`src/shared/eeprom_seq_pkg.sv`:
```
// constants and carrier types for the eeprom command sequencer
package eeprom_seq_pkg;

  // register byte offsets on the apb bus
  localparam int unsigned ADDR_W = 12;
  localparam logic [ADDR_W-1:0] OP_CONTROL_OFF = 12'h1B4;
  localparam logic [ADDR_W-1:0] BYTE_BUFFER_OFF = 12'h1B8;
  localparam logic [ADDR_W-1:0] HW_CONFIG_OFF = 12'h1BC;

  // field positions in eeprom_op_control
  localparam int unsigned BUSY_BIT = 31;
  localparam int unsigned OP_LSB = 28;
  localparam int unsigned TIMEOUT_BIT = 17;
  localparam int unsigned LOADED_BIT = 16;
  localparam int unsigned POINTER_LSB = 0;
  // field position in hardware_config_reg
  localparam int unsigned READY_BIT = 0;

  // operation codes
  localparam logic [2:0] OP_READ = 3'h0;
  localparam logic [2:0] OP_WRITE = 3'h3;
  localparam logic [2:0] OP_RELOAD = 3'h7;

  // values after reset
  localparam logic [2:0] OP_RESET = 3'h0;
  localparam logic [15:0] POINTER_RESET = 16'h0000;
  localparam logic [7:0] BUFFER_RESET = 8'h00;
  localparam logic READY_RESET = 1'b1;

  // marker byte that a programmed eeprom holds at location zero
  localparam logic [7:0] SIGNATURE = 8'hA5;
  localparam logic [15:0] SIGNATURE_ADDR = 16'h0000;

  // eeprom access response timeout (read, write and reload)
  localparam int unsigned CLK_HZ = 20000000;
  localparam int unsigned TIMEOUT_MS = 30;
  localparam int unsigned TIMEOUT_CYCLES = (TIMEOUT_MS * CLK_HZ) / 1000;

  // request to the eeprom access engine, held until ack or timeout
  typedef struct packed {
    logic req;
    logic write;
    logic [15:0] addr;
    logic [7:0] wdata;
  } ee_req_t;

  // answer from the eeprom access engine, ack is one cycle
  typedef struct packed {
    logic ack;
    logic [7:0] rdata;
  } ee_rsp_t;

endpackage

```
`src/hw/eeprom_command_sequencer.sv`:
```
// eeprom command sequencer: apb registers, read/write/reload sequencing, timeout
//
// Our own choices: the register addresses and register access over APB.
`timescale 1ns/1ps
`default_nettype none

module eeprom_command_sequencer #(
  parameter int unsigned TIMEOUT_CYCLES = eeprom_seq_pkg::TIMEOUT_CYCLES,
  parameter int unsigned CNT_W = 20
) (
  // clock and reset
  input wire logic mclk_in,
  input wire logic rst_n_in,
  // apb slave
  input wire logic psel_in,
  input wire logic penable_in,
  input wire logic pwrite_in,
  input wire logic [eeprom_seq_pkg::ADDR_W-1:0] paddr_in,
  input wire logic [31:0] pwdata_in,
  output logic [31:0] prdata_out,
  output logic pready_out,
  output logic pslverr_out,
  // eeprom access engine
  output var eeprom_seq_pkg::ee_req_t ee_req_out,
  input wire eeprom_seq_pkg::ee_rsp_t ee_rsp_in,
  input wire logic ee_write_enabled_in,
  // configuration loader
  output logic loader_start_out,
  input wire logic loader_done_in,
  // device status
  output logic device_ready_out
);

  typedef enum logic [1:0] {
    st_idle,
    st_access,
    st_load
  } state_t;

  state_t state_q, state_d;
  logic [2:0] op_q, op_d;
  logic [15:0] pointer_q, pointer_d;
  logic [7:0] buffer_q, buffer_d;
  logic busy_q, busy_d;
  logic timeout_q, timeout_d;
  logic loaded_q, loaded_d;
  logic ready_q, ready_d;
  logic load_start_q, load_start_d;
  logic [CNT_W-1:0] cnt_q, cnt_d;
  logic [31:0] prdata_q, prdata_d;
  eeprom_seq_pkg::ee_req_t ee_q, ee_d;

  logic bus_wr;
  logic bus_setup_rd;
  logic hit_ctrl;
  logic hit_buf;
  logic hit_cfg;
  logic last_cycle;

  function automatic eeprom_seq_pkg::ee_req_t make_req(input logic wr, input logic [15:0] addr,
                                                       input logic [7:0] wdata);
    eeprom_seq_pkg::ee_req_t r;
    r.req = 1'b1;
    r.write = wr;
    r.addr = addr;
    r.wdata = wdata;
    return r;
  endfunction

  assign hit_ctrl = (paddr_in == eeprom_seq_pkg::OP_CONTROL_OFF);
  assign hit_buf = (paddr_in == eeprom_seq_pkg::BYTE_BUFFER_OFF);
  assign hit_cfg = (paddr_in == eeprom_seq_pkg::HW_CONFIG_OFF);
  assign bus_wr = psel_in & penable_in & pwrite_in;
  assign bus_setup_rd = psel_in & ~penable_in & ~pwrite_in;
  assign last_cycle = (cnt_q == CNT_W'(TIMEOUT_CYCLES - 1));

  // zero wait state slave; read data is captured in the setup cycle
  assign pready_out = psel_in & penable_in;
  assign pslverr_out = psel_in & penable_in & ~(hit_ctrl | hit_buf | hit_cfg);
  assign prdata_out = prdata_q;
  assign ee_req_out = ee_q;
  assign loader_start_out = load_start_q;
  assign device_ready_out = ready_q;

  always_comb begin
    state_d = state_q;
    op_d = op_q;
    pointer_d = pointer_q;
    buffer_d = buffer_q;
    busy_d = busy_q;
    timeout_d = timeout_q;
    loaded_d = loaded_q;
    ready_d = ready_q;
    load_start_d = 1'b0;
    cnt_d = cnt_q;
    prdata_d = prdata_q;
    ee_d = ee_q;

    // read mux
    if (bus_setup_rd) begin
      prdata_d = 32'h0000_0000;
      if (hit_ctrl) begin
        prdata_d[eeprom_seq_pkg::BUSY_BIT] = busy_q;
        prdata_d[eeprom_seq_pkg::OP_LSB +: 3] = op_q;
        prdata_d[eeprom_seq_pkg::TIMEOUT_BIT] = timeout_q;
        prdata_d[eeprom_seq_pkg::LOADED_BIT] = loaded_q;
        prdata_d[eeprom_seq_pkg::POINTER_LSB +: 16] = pointer_q;
      end else if (hit_buf) begin
        prdata_d[7:0] = buffer_q;
      end else if (hit_cfg) begin
        prdata_d[eeprom_seq_pkg::READY_BIT] = ready_q;
      end
    end

    // software writes; flags are write-one-to-clear and lose to a hardware set below
    if (bus_wr && hit_ctrl) begin
      if (pwdata_in[eeprom_seq_pkg::TIMEOUT_BIT]) begin
        timeout_d = 1'b0;
      end
      if (pwdata_in[eeprom_seq_pkg::LOADED_BIT]) begin
        loaded_d = 1'b0;
      end
      // code and pointer are frozen while a command runs
      if (!busy_q) begin
        op_d = pwdata_in[eeprom_seq_pkg::OP_LSB +: 3];
        pointer_d = pwdata_in[eeprom_seq_pkg::POINTER_LSB +: 16];
        busy_d = pwdata_in[eeprom_seq_pkg::BUSY_BIT];
      end
    end
    if (bus_wr && hit_buf && !busy_q) begin
      buffer_d = pwdata_in[7:0];
    end

    unique case (state_q)
      st_idle: begin
        cnt_d = '0;
        if (busy_q) begin
          case (op_q)
            eeprom_seq_pkg::OP_READ: begin
              ee_d = make_req(1'b0, pointer_q, buffer_q);
              state_d = st_access;
            end
            eeprom_seq_pkg::OP_WRITE: begin
              if (ee_write_enabled_in) begin
                ee_d = make_req(1'b1, pointer_q, buffer_q);
                state_d = st_access;
              end else begin
                // protected eeprom: nothing is written, the command just ends
                busy_d = 1'b0;
              end
            end
            eeprom_seq_pkg::OP_RELOAD: begin
              loaded_d = 1'b0;
              ready_d = 1'b0;
              ee_d = make_req(1'b0, eeprom_seq_pkg::SIGNATURE_ADDR, buffer_q);
              state_d = st_access;
            end
            default: begin
              timeout_d = 1'b1;
              busy_d = 1'b0;
            end
          endcase
        end
      end
      st_access: begin
        cnt_d = cnt_q + CNT_W'(1);
        if (ee_rsp_in.ack) begin
          ee_d.req = 1'b0;
          cnt_d = '0;
          if (op_q == eeprom_seq_pkg::OP_RELOAD) begin
            if (ee_rsp_in.rdata == eeprom_seq_pkg::SIGNATURE) begin
              load_start_d = 1'b1;
              state_d = st_load;
            end else begin
              // blank eeprom: reload fails, device becomes usable again
              ready_d = 1'b1;
              busy_d = 1'b0;
              state_d = st_idle;
            end
          end else begin
            if (op_q == eeprom_seq_pkg::OP_READ) begin
              buffer_d = ee_rsp_in.rdata;
            end
            busy_d = 1'b0;
            state_d = st_idle;
          end
        end else if (last_cycle) begin
          // a hung eeprom must not lock the host out forever
          ee_d.req = 1'b0;
          timeout_d = 1'b1;
          busy_d = 1'b0;
          if (op_q == eeprom_seq_pkg::OP_RELOAD) begin
            ready_d = 1'b1;
          end
          state_d = st_idle;
        end
      end
      st_load: begin
        if (loader_done_in) begin
          loaded_d = 1'b1;
          ready_d = 1'b1;
          busy_d = 1'b0;
          state_d = st_idle;
        end
      end
    endcase
  end

  always_ff @(posedge mclk_in or negedge rst_n_in) begin
    if (!rst_n_in) begin
      state_q <= st_idle;
      op_q <= eeprom_seq_pkg::OP_RESET;
      pointer_q <= eeprom_seq_pkg::POINTER_RESET;
      buffer_q <= eeprom_seq_pkg::BUFFER_RESET;
      busy_q <= 1'b0;
      timeout_q <= 1'b0;
      loaded_q <= 1'b0;
      ready_q <= eeprom_seq_pkg::READY_RESET;
      load_start_q <= 1'b0;
      cnt_q <= '0;
      prdata_q <= 32'h0000_0000;
      ee_q <= '0;
    end else begin
      state_q <= state_d;
      op_q <= op_d;
      pointer_q <= pointer_d;
      buffer_q <= buffer_d;
      busy_q <= busy_d;
      timeout_q <= timeout_d;
      loaded_q <= loaded_d;
      ready_q <= ready_d;
      load_start_q <= load_start_d;
      cnt_q <= cnt_d;
      prdata_q <= prdata_d;
      ee_q <= ee_d;
    end
  end
endmodule

`default_nettype wire

```
`config.mk`:
```
export PLATFORM = sky130hd
export DESIGN_NAME = eeprom_command_sequencer
export DESIGN_NICKNAME = d
export VERILOG_FILES = /design/src/shared/eeprom_seq_pkg.sv /design/src/hw/eeprom_command_sequencer.sv
export SDC_FILE = /design/constraint.sdc
export NUM_CORES = 1
export LEC_CHECK = 0
export ABC_CLOCK_PERIOD_IN_PS = 3500
export CORE_MARGIN = 1
export CORE_UTILIZATION = 55
export DETAILED_ROUTE_END_ITERATION = 10
export DONT_BUFFER_PORTS = 1
export GPL_TIMING_DRIVEN = 0
export PLACE_DENSITY = 0.73
export SLEW_MARGIN = 20
export SYNTH_ARGS = -nofsm -noshare
export SYNTH_HDL_FRONTEND = slang
export SYNTH_SLANG_ARGS = --single-unit
```
`constraint.sdc`:
```
create_clock -name mclk_in -period 3.5 [get_ports mclk_in]
set_input_delay 0.175 -clock mclk_in [delete_from_list [all_inputs] [get_ports mclk_in]]
set_output_delay 0.175 -clock mclk_in [all_outputs]
set_load 0.02 [all_outputs]
```
Word level (Yosys, flattened, before mapping)
Cells that the tools add are included.

storage, ports and cells
  bits in registers = 102
  bits in latches = 0
  memory bits (writable) = 0
  memory bits (read-only) = 0
  input bits = 60
  output and inout port bits = 62
  logic and storage cells = 126
  memories kept = 0

operators by class
  add/subtract/negate cells = 1
  multiply operators = 0
  div/mod/pow operators = 0
  magnitude comparators = 0
  equal/unequal tests = 19
  shifts and indexed selects = 0
  mux-type cells = 65
  bitwise gates (word level) = 11
  reduce and logical (&&, ||, !) cells = 15

operators with widths
  kind                                                   count
  one-hot mux 26 bit (3 select lines)                    1
  2-to-1 mux 26 bit                                      2
  2-to-1 mux 8 bit                                       6
  one-hot mux 20 bit (2 select lines)                    1
  equality test 12 x 9 -> 1 bit (second input constant)  3
  2-to-1 mux 1 bit                                       36
  adder 20 x 1 -> 20 bit (second input constant)         1
  equality test 20 bit (second input constant)           1
  2-to-1 mux 20 bit                                      1
  2-to-1 mux 2 bit                                       7
  2-to-1 mux 10 bit                                      1
  != test 2 bit (second input constant)                  5
  AND reduction 5 bit                                    2
  != test 3 bit (second input constant)                  3
  equality test 8 bit (second input constant)            1
  one-hot mux 1 bit (2 select lines)                     4
  2-to-1 mux 7 bit                                       1
  one-hot mux 1 bit (3 select lines)                     2
  one-hot mux 2 bit (3 select lines)                     1
  AND reduction 6 bit                                    1
  AND 1 bit                                              5
  2-to-1 mux 4 bit                                       1
  != test 4 x 3 -> 1 bit (second input constant)         1
  NOT 1 bit                                              4
  other kinds (17)                                       20

Depth between registers and ports, before layout
  depth in word-level cells = 9
  mapped depth = 8

Worst setup path after synthesis
Ideal clock, no wire load.

  path kind = register -> register
  start point = register op_q[2]
  end point = register ee_q, in the netlist ee_req_out[1]
  library setup time = 0.125 ns
  data arrival time = 1.710 ns
  data required time = 3.375 ns
  path slack = 1.665 ns
  cell stages (with the launch flop) = 7
  path through = dfrtp_1 > or2_2 > a31oi_1 > or2_1 > clkbuf_1 > buf_2 > mux2_2

between the ends
  word-level cells in the longest chain between the ends = 3

RTL lines
  element                                                               line                             source
  start, declared                                                       eeprom_command_sequencer.sv:41   logic [2:0] op_q, op_d;
  start signal, assigned                                                eeprom_command_sequencer.sv:212  op_q <= eeprom_seq_pkg::OP_RESET;
  start signal, assigned                                                eeprom_command_sequencer.sv:225  op_q <= op_d;
  equality test 3 x 2 -> 1 bit, or another cell as far along            eeprom_command_sequencer.sv:138  case (op_q)
  != test 2 bit (no line) / nonzero test 3 bit (equally long branches)  -
  AND reduction 4 bit (no line)                                         -
  end signal, assigned                                                  eeprom_command_sequencer.sv:222  ee_q <= '0;
  end signal, assigned                                                  eeprom_command_sequencer.sv:235  ee_q <= ee_d;
  end, declared                                                         eeprom_command_sequencer.sv:51   eeprom_seq_pkg::ee_req_t ee_q, ee_d;

Parallel ways exist; a longest one is shown, timed or not.
A chain may end at the register's enable or synchronous reset.

Worst setup path in the final report
  start point = register state_q[1]
  end point = register cnt_q[13]

between the ends
  word-level cells in the longest chain between the ends = 2

RTL lines
  element                                                                           line                             source
  start, declared                                                                   eeprom_command_sequencer.sv:40   state_t state_q, state_d;
  start signal, assigned                                                            eeprom_command_sequencer.sv:211  state_q <= st_idle;
  start signal, assigned                                                            eeprom_command_sequencer.sv:224  state_q <= state_d;
  equality test 2 x 1 -> 1 bit / zero test 2 bit (equally long branches)            eeprom_command_sequencer.sv:134  unique case (state_q)
  one-hot mux 20 bit (2 select lines) / nonzero test 2 bit (equally long branches)  -
  end signal, assigned                                                              eeprom_command_sequencer.sv:233  cnt_q <= cnt_d;
  end, declared                                                                     eeprom_command_sequencer.sv:49   logic [CNT_W-1:0] cnt_q, cnt_d;

Parallel ways exist; a longest one is shown, timed or not.

==> flow_metrics.py <==
metrics = {
    "run_status": {
        "status": "completed",
    },
    "sta": {
        "worst_hold_slack_ps": 10.9,
        "setup_violations": 0,
        "fin_worst_skew_ps": 7.20,
        "rsz0062_at_grt": "false",
        "hold_viol": 0,
        "final_max_slew_viol_count": 0,
        "slew_headroom": 0.464,
        "tightest_slew_ps": 799,
        "timing.final.crit_share": 0.641,
        "min_period_ps": 2240,
        "max_freq_ghz": 0.446,
        "tns_ps": 0,
    },
    "worst_setup_path": {
        "reg2reg_to": "cnt_q[13]$_DFFE_PN0N_",
        "cp-startpoint": "state_q[1]$_DFFE_PN0P_",
        "r2r_start": "state_q[1]$_DFFE_PN0P_",
        "cp.arrival_ps": 2540,
        "reg2regPathDepth": 7,
        "startpoint_type": "flop",
        "crit_end": "cnt_q[13]$_DFFE_PN0N_",
        "cp-end-kind": "flop",
        "worstPathRequired_ps": 3790,
        "critPathKind": "flop to flop",
        "r2r_slack_ps": 1260,
        "critPathMaxFanout": 10,
    },
    "clocking": {
        "cts_sinks": 102,
        "root_buffer": "clkbuf_8",
        "clk_latency_ps": 370,
        "numCtsBuffers": 9,
        "cts_max_level": 3,
        "cts_resized": 0,
        "holdBufCountCts": 31,
        "post_cts_buffers": 0,
        "cts_tree": "built",
        "ctsLongestPathBuffers": 2,
        "path_clk_slew_ps": 100,
    },
    "logic_synthesis": {
        "synth_top_family_by_area": "simple AND/OR/NAND/NOR gates",
        "yosysUniqueCellTypes": 53,
        "synth_edf_count": 0,
        "ys_seq_area_frac": 0.542,
        "synth_adder_area_share": 0.0106,
        "async_flop_share": 1.00,
        "synth_compound_area_frac": 0.144,
        "synth_most_common_cell": "dfrtp_1",
        "avgSynthCellArea_sq_um": 10.5,
        "synth-simple-area-share": 0.166,
        "yosysWarningCount": 0,
        "synth_top_area_frac": 0.536,
        "syn_area_sq_um": 4710,
        "ys_top_cells_by_count": "dfrtp_1, nand2_1, o21ai_0",
        "synth_ff_type": "dfrtp_1",
        "synth_top_area_cell": "dfrtp_1",
        "ys_ff_latch": 102,
        "synthMuxAreaShare": 0.0903,
        "ys_top_cells_by_area": "dfrtp_1, mux2_2, o21ai_0",
        "synth_xor_area_frac": 0.00186,
        "syn_inst": 447,
    },
    "route": {
        "drt_iter0_drc": 207,
        "drt-total-wl_mm": 11.5,
        "wire_per_inst_um": 18.9,
        "vias": 3616,
        "detail-route-antenna-nets": 0,
        "viasPerCell": 5.96,
        "drc": 0,
        "first_pass_iters": 5,
    },
    "floorplanning": {
        "dieHeight_um": 94.6,
        "core_area_sq_um": 8260,
        "start_util": 0.571,
        "die_width_um": 94.6,
        "pin_count": 122,
        "dieArea_sq_um": 8940,
        "rows": 33,
    },
    "global_routing": {
        "grt_max_degree": 103,
        "grt_pass1_vias": 3557,
        "grt_pass1_wl_mm": 17.9,
        "groute.usage.overall": 0.265,
        "grt_antenna_before_repair": 0,
        "grt_overflow": 0,
    },
    "cells_and_area": {
        "area_delta_synth_final_pct": 14.6,
        "nets": 562,
        "n_antenna_cell": 0,
        "n_fill_cell": 669,
        "finalNonFillerCells": 607,
        "seqCellArea_sq_um": 2550,
        "multi_input_area_sq_um": 1980,
        "drive_above_1_share": 0.137,
    },
    "job": {
        "maxCapViolations": 0,
    },
    "power": {
        "powerDensity_nw_per_um2": 463,
        "p_total_w": 0.00250,
        "p_leak_nw": 2.34,
        "ir_drop_mv": 0.275,
    },
    "placement": {
        "dp_hpwl_mm": 7.74,
        "dp.cells": 561,
        "routabilityCongestion": 0.851,
        "port_buffers": 0,
    },
    "worst_hold_path": {
        "hold_path_class": "primary input to flop",
    },
}
[report_power, final]
| group | leakage, nW | internal, W | switching [W] |
|---|---|---|---|
| clock network | 0.0895 | 0.000333 | 0.000421 |
| logic | 0.858 | 0.000159 | 0.000262 |
| registers | 1.39 | 0.00125 | 0.0000757 |
[routing by layer]
layer  GRT usage  up-vias  share of wire
li1            -     1680              -
met1       0.332     1778           0.43
met2       0.443      141           0.48
met3      0.0725       17          0.073
met4      0.0896        0          0.015
met5           0        -              0
[worst min path at each step]
stage | from | end | slack (ps) | cells after the start
floorplan | rst_n_in | buffer_q[0]$_DFF_PN0_ | -120 | 0
global placement | rst_n_in | prdata_out[13]$_DFFE_PN0P_ | -120 | 0
detailed placement | rst_n_in | prdata_out[13]$_DFFE_PN0P_ | -120 | 0
CTS | pwdata_in[16] | loaded_q$_DFF_PN0_ | 1 | 2
global route | pwdata_in[16] | loaded_q$_DFF_PN0_ | 6 | 2
finish | pwdata_in[16] | loaded_q$_DFF_PN0_ | 10 | 2
[placed cells by master, fill, tap and decap left out, drive strengths merged, types with 11 or more instances in the layout]
cell           n
dlygate4sd3   30
nand4         12
a21oi         20
a22o          15
o21ai         47
mux2          28
buf           18
nor2          26
inv           11
dfrtp        101
mux2i         11
nand2         60
clkbuf        25
[worst max-delay path, cell delays in order (launching register included)]
cell and delay, ps:
dfrtp_1 400, inv_1 110, ha_1 300, nor2b_1 190, clkbuf_1 440, clkbuf_1 440, nand3_1 120, o21ai_0 170
[cell type report]
| class | count | area share |
|---|---|---|
| Sequential cell | 102 | 0.473 |
| Multi-Input combinational cell | 311 | 0.367 |
| Timing Repair Buffer | 31 | 0.0607 |
| Buffer | 33 | 0.0320 |
| Tap cell | 105 | 0.0243 |
| Clock buffer | 9 | 0.0229 |
| Clock inverter | 6 | 0.0134 |
| Inverter | 10 | 0.00695 |
[flip-flops by register name, indices dropped and copies added (netlist names)]
register,count
cnt_q,20
device_ready_out,1
loader_start_out,1
prdata_out,22
loaded_q,1
ee_req_out,26
buffer_q,8
pointer_q,16
op_q,3
busy_q,1
timeout_q,1
state_q,2
[metrics by stage]
| step | utilization | cell area (sq um) | setup slack (ps) |
|---|---|---|---|
| floorplan | - | 4750 | 1660 |
| CTS | 0.654 | 5400 | 1260 |
| detailed placement | 0.591 | 4880 | 1290 |
| global placement | 0.591 | 4880 | 1390 |
| global route | 0.654 | 5400 | 1010 |
| finish | 0.654 | 5400 | 1260 |
[cells by family (layout without fill, tap and decap cells)]
family                   Yosys count  in the layout
AND/OR/NAND/NOR                  146            146
buffers and inverters             43             89
multiplexers                      39             39
XOR/XNOR                           1              1
flip-flops                       102            102
other                              1             10
AO/OA/AOI/OAI                    111            111
adder cells (fa/ha/maj)            4              4
No activity file was read; power rests on OpenSTA's default activity.
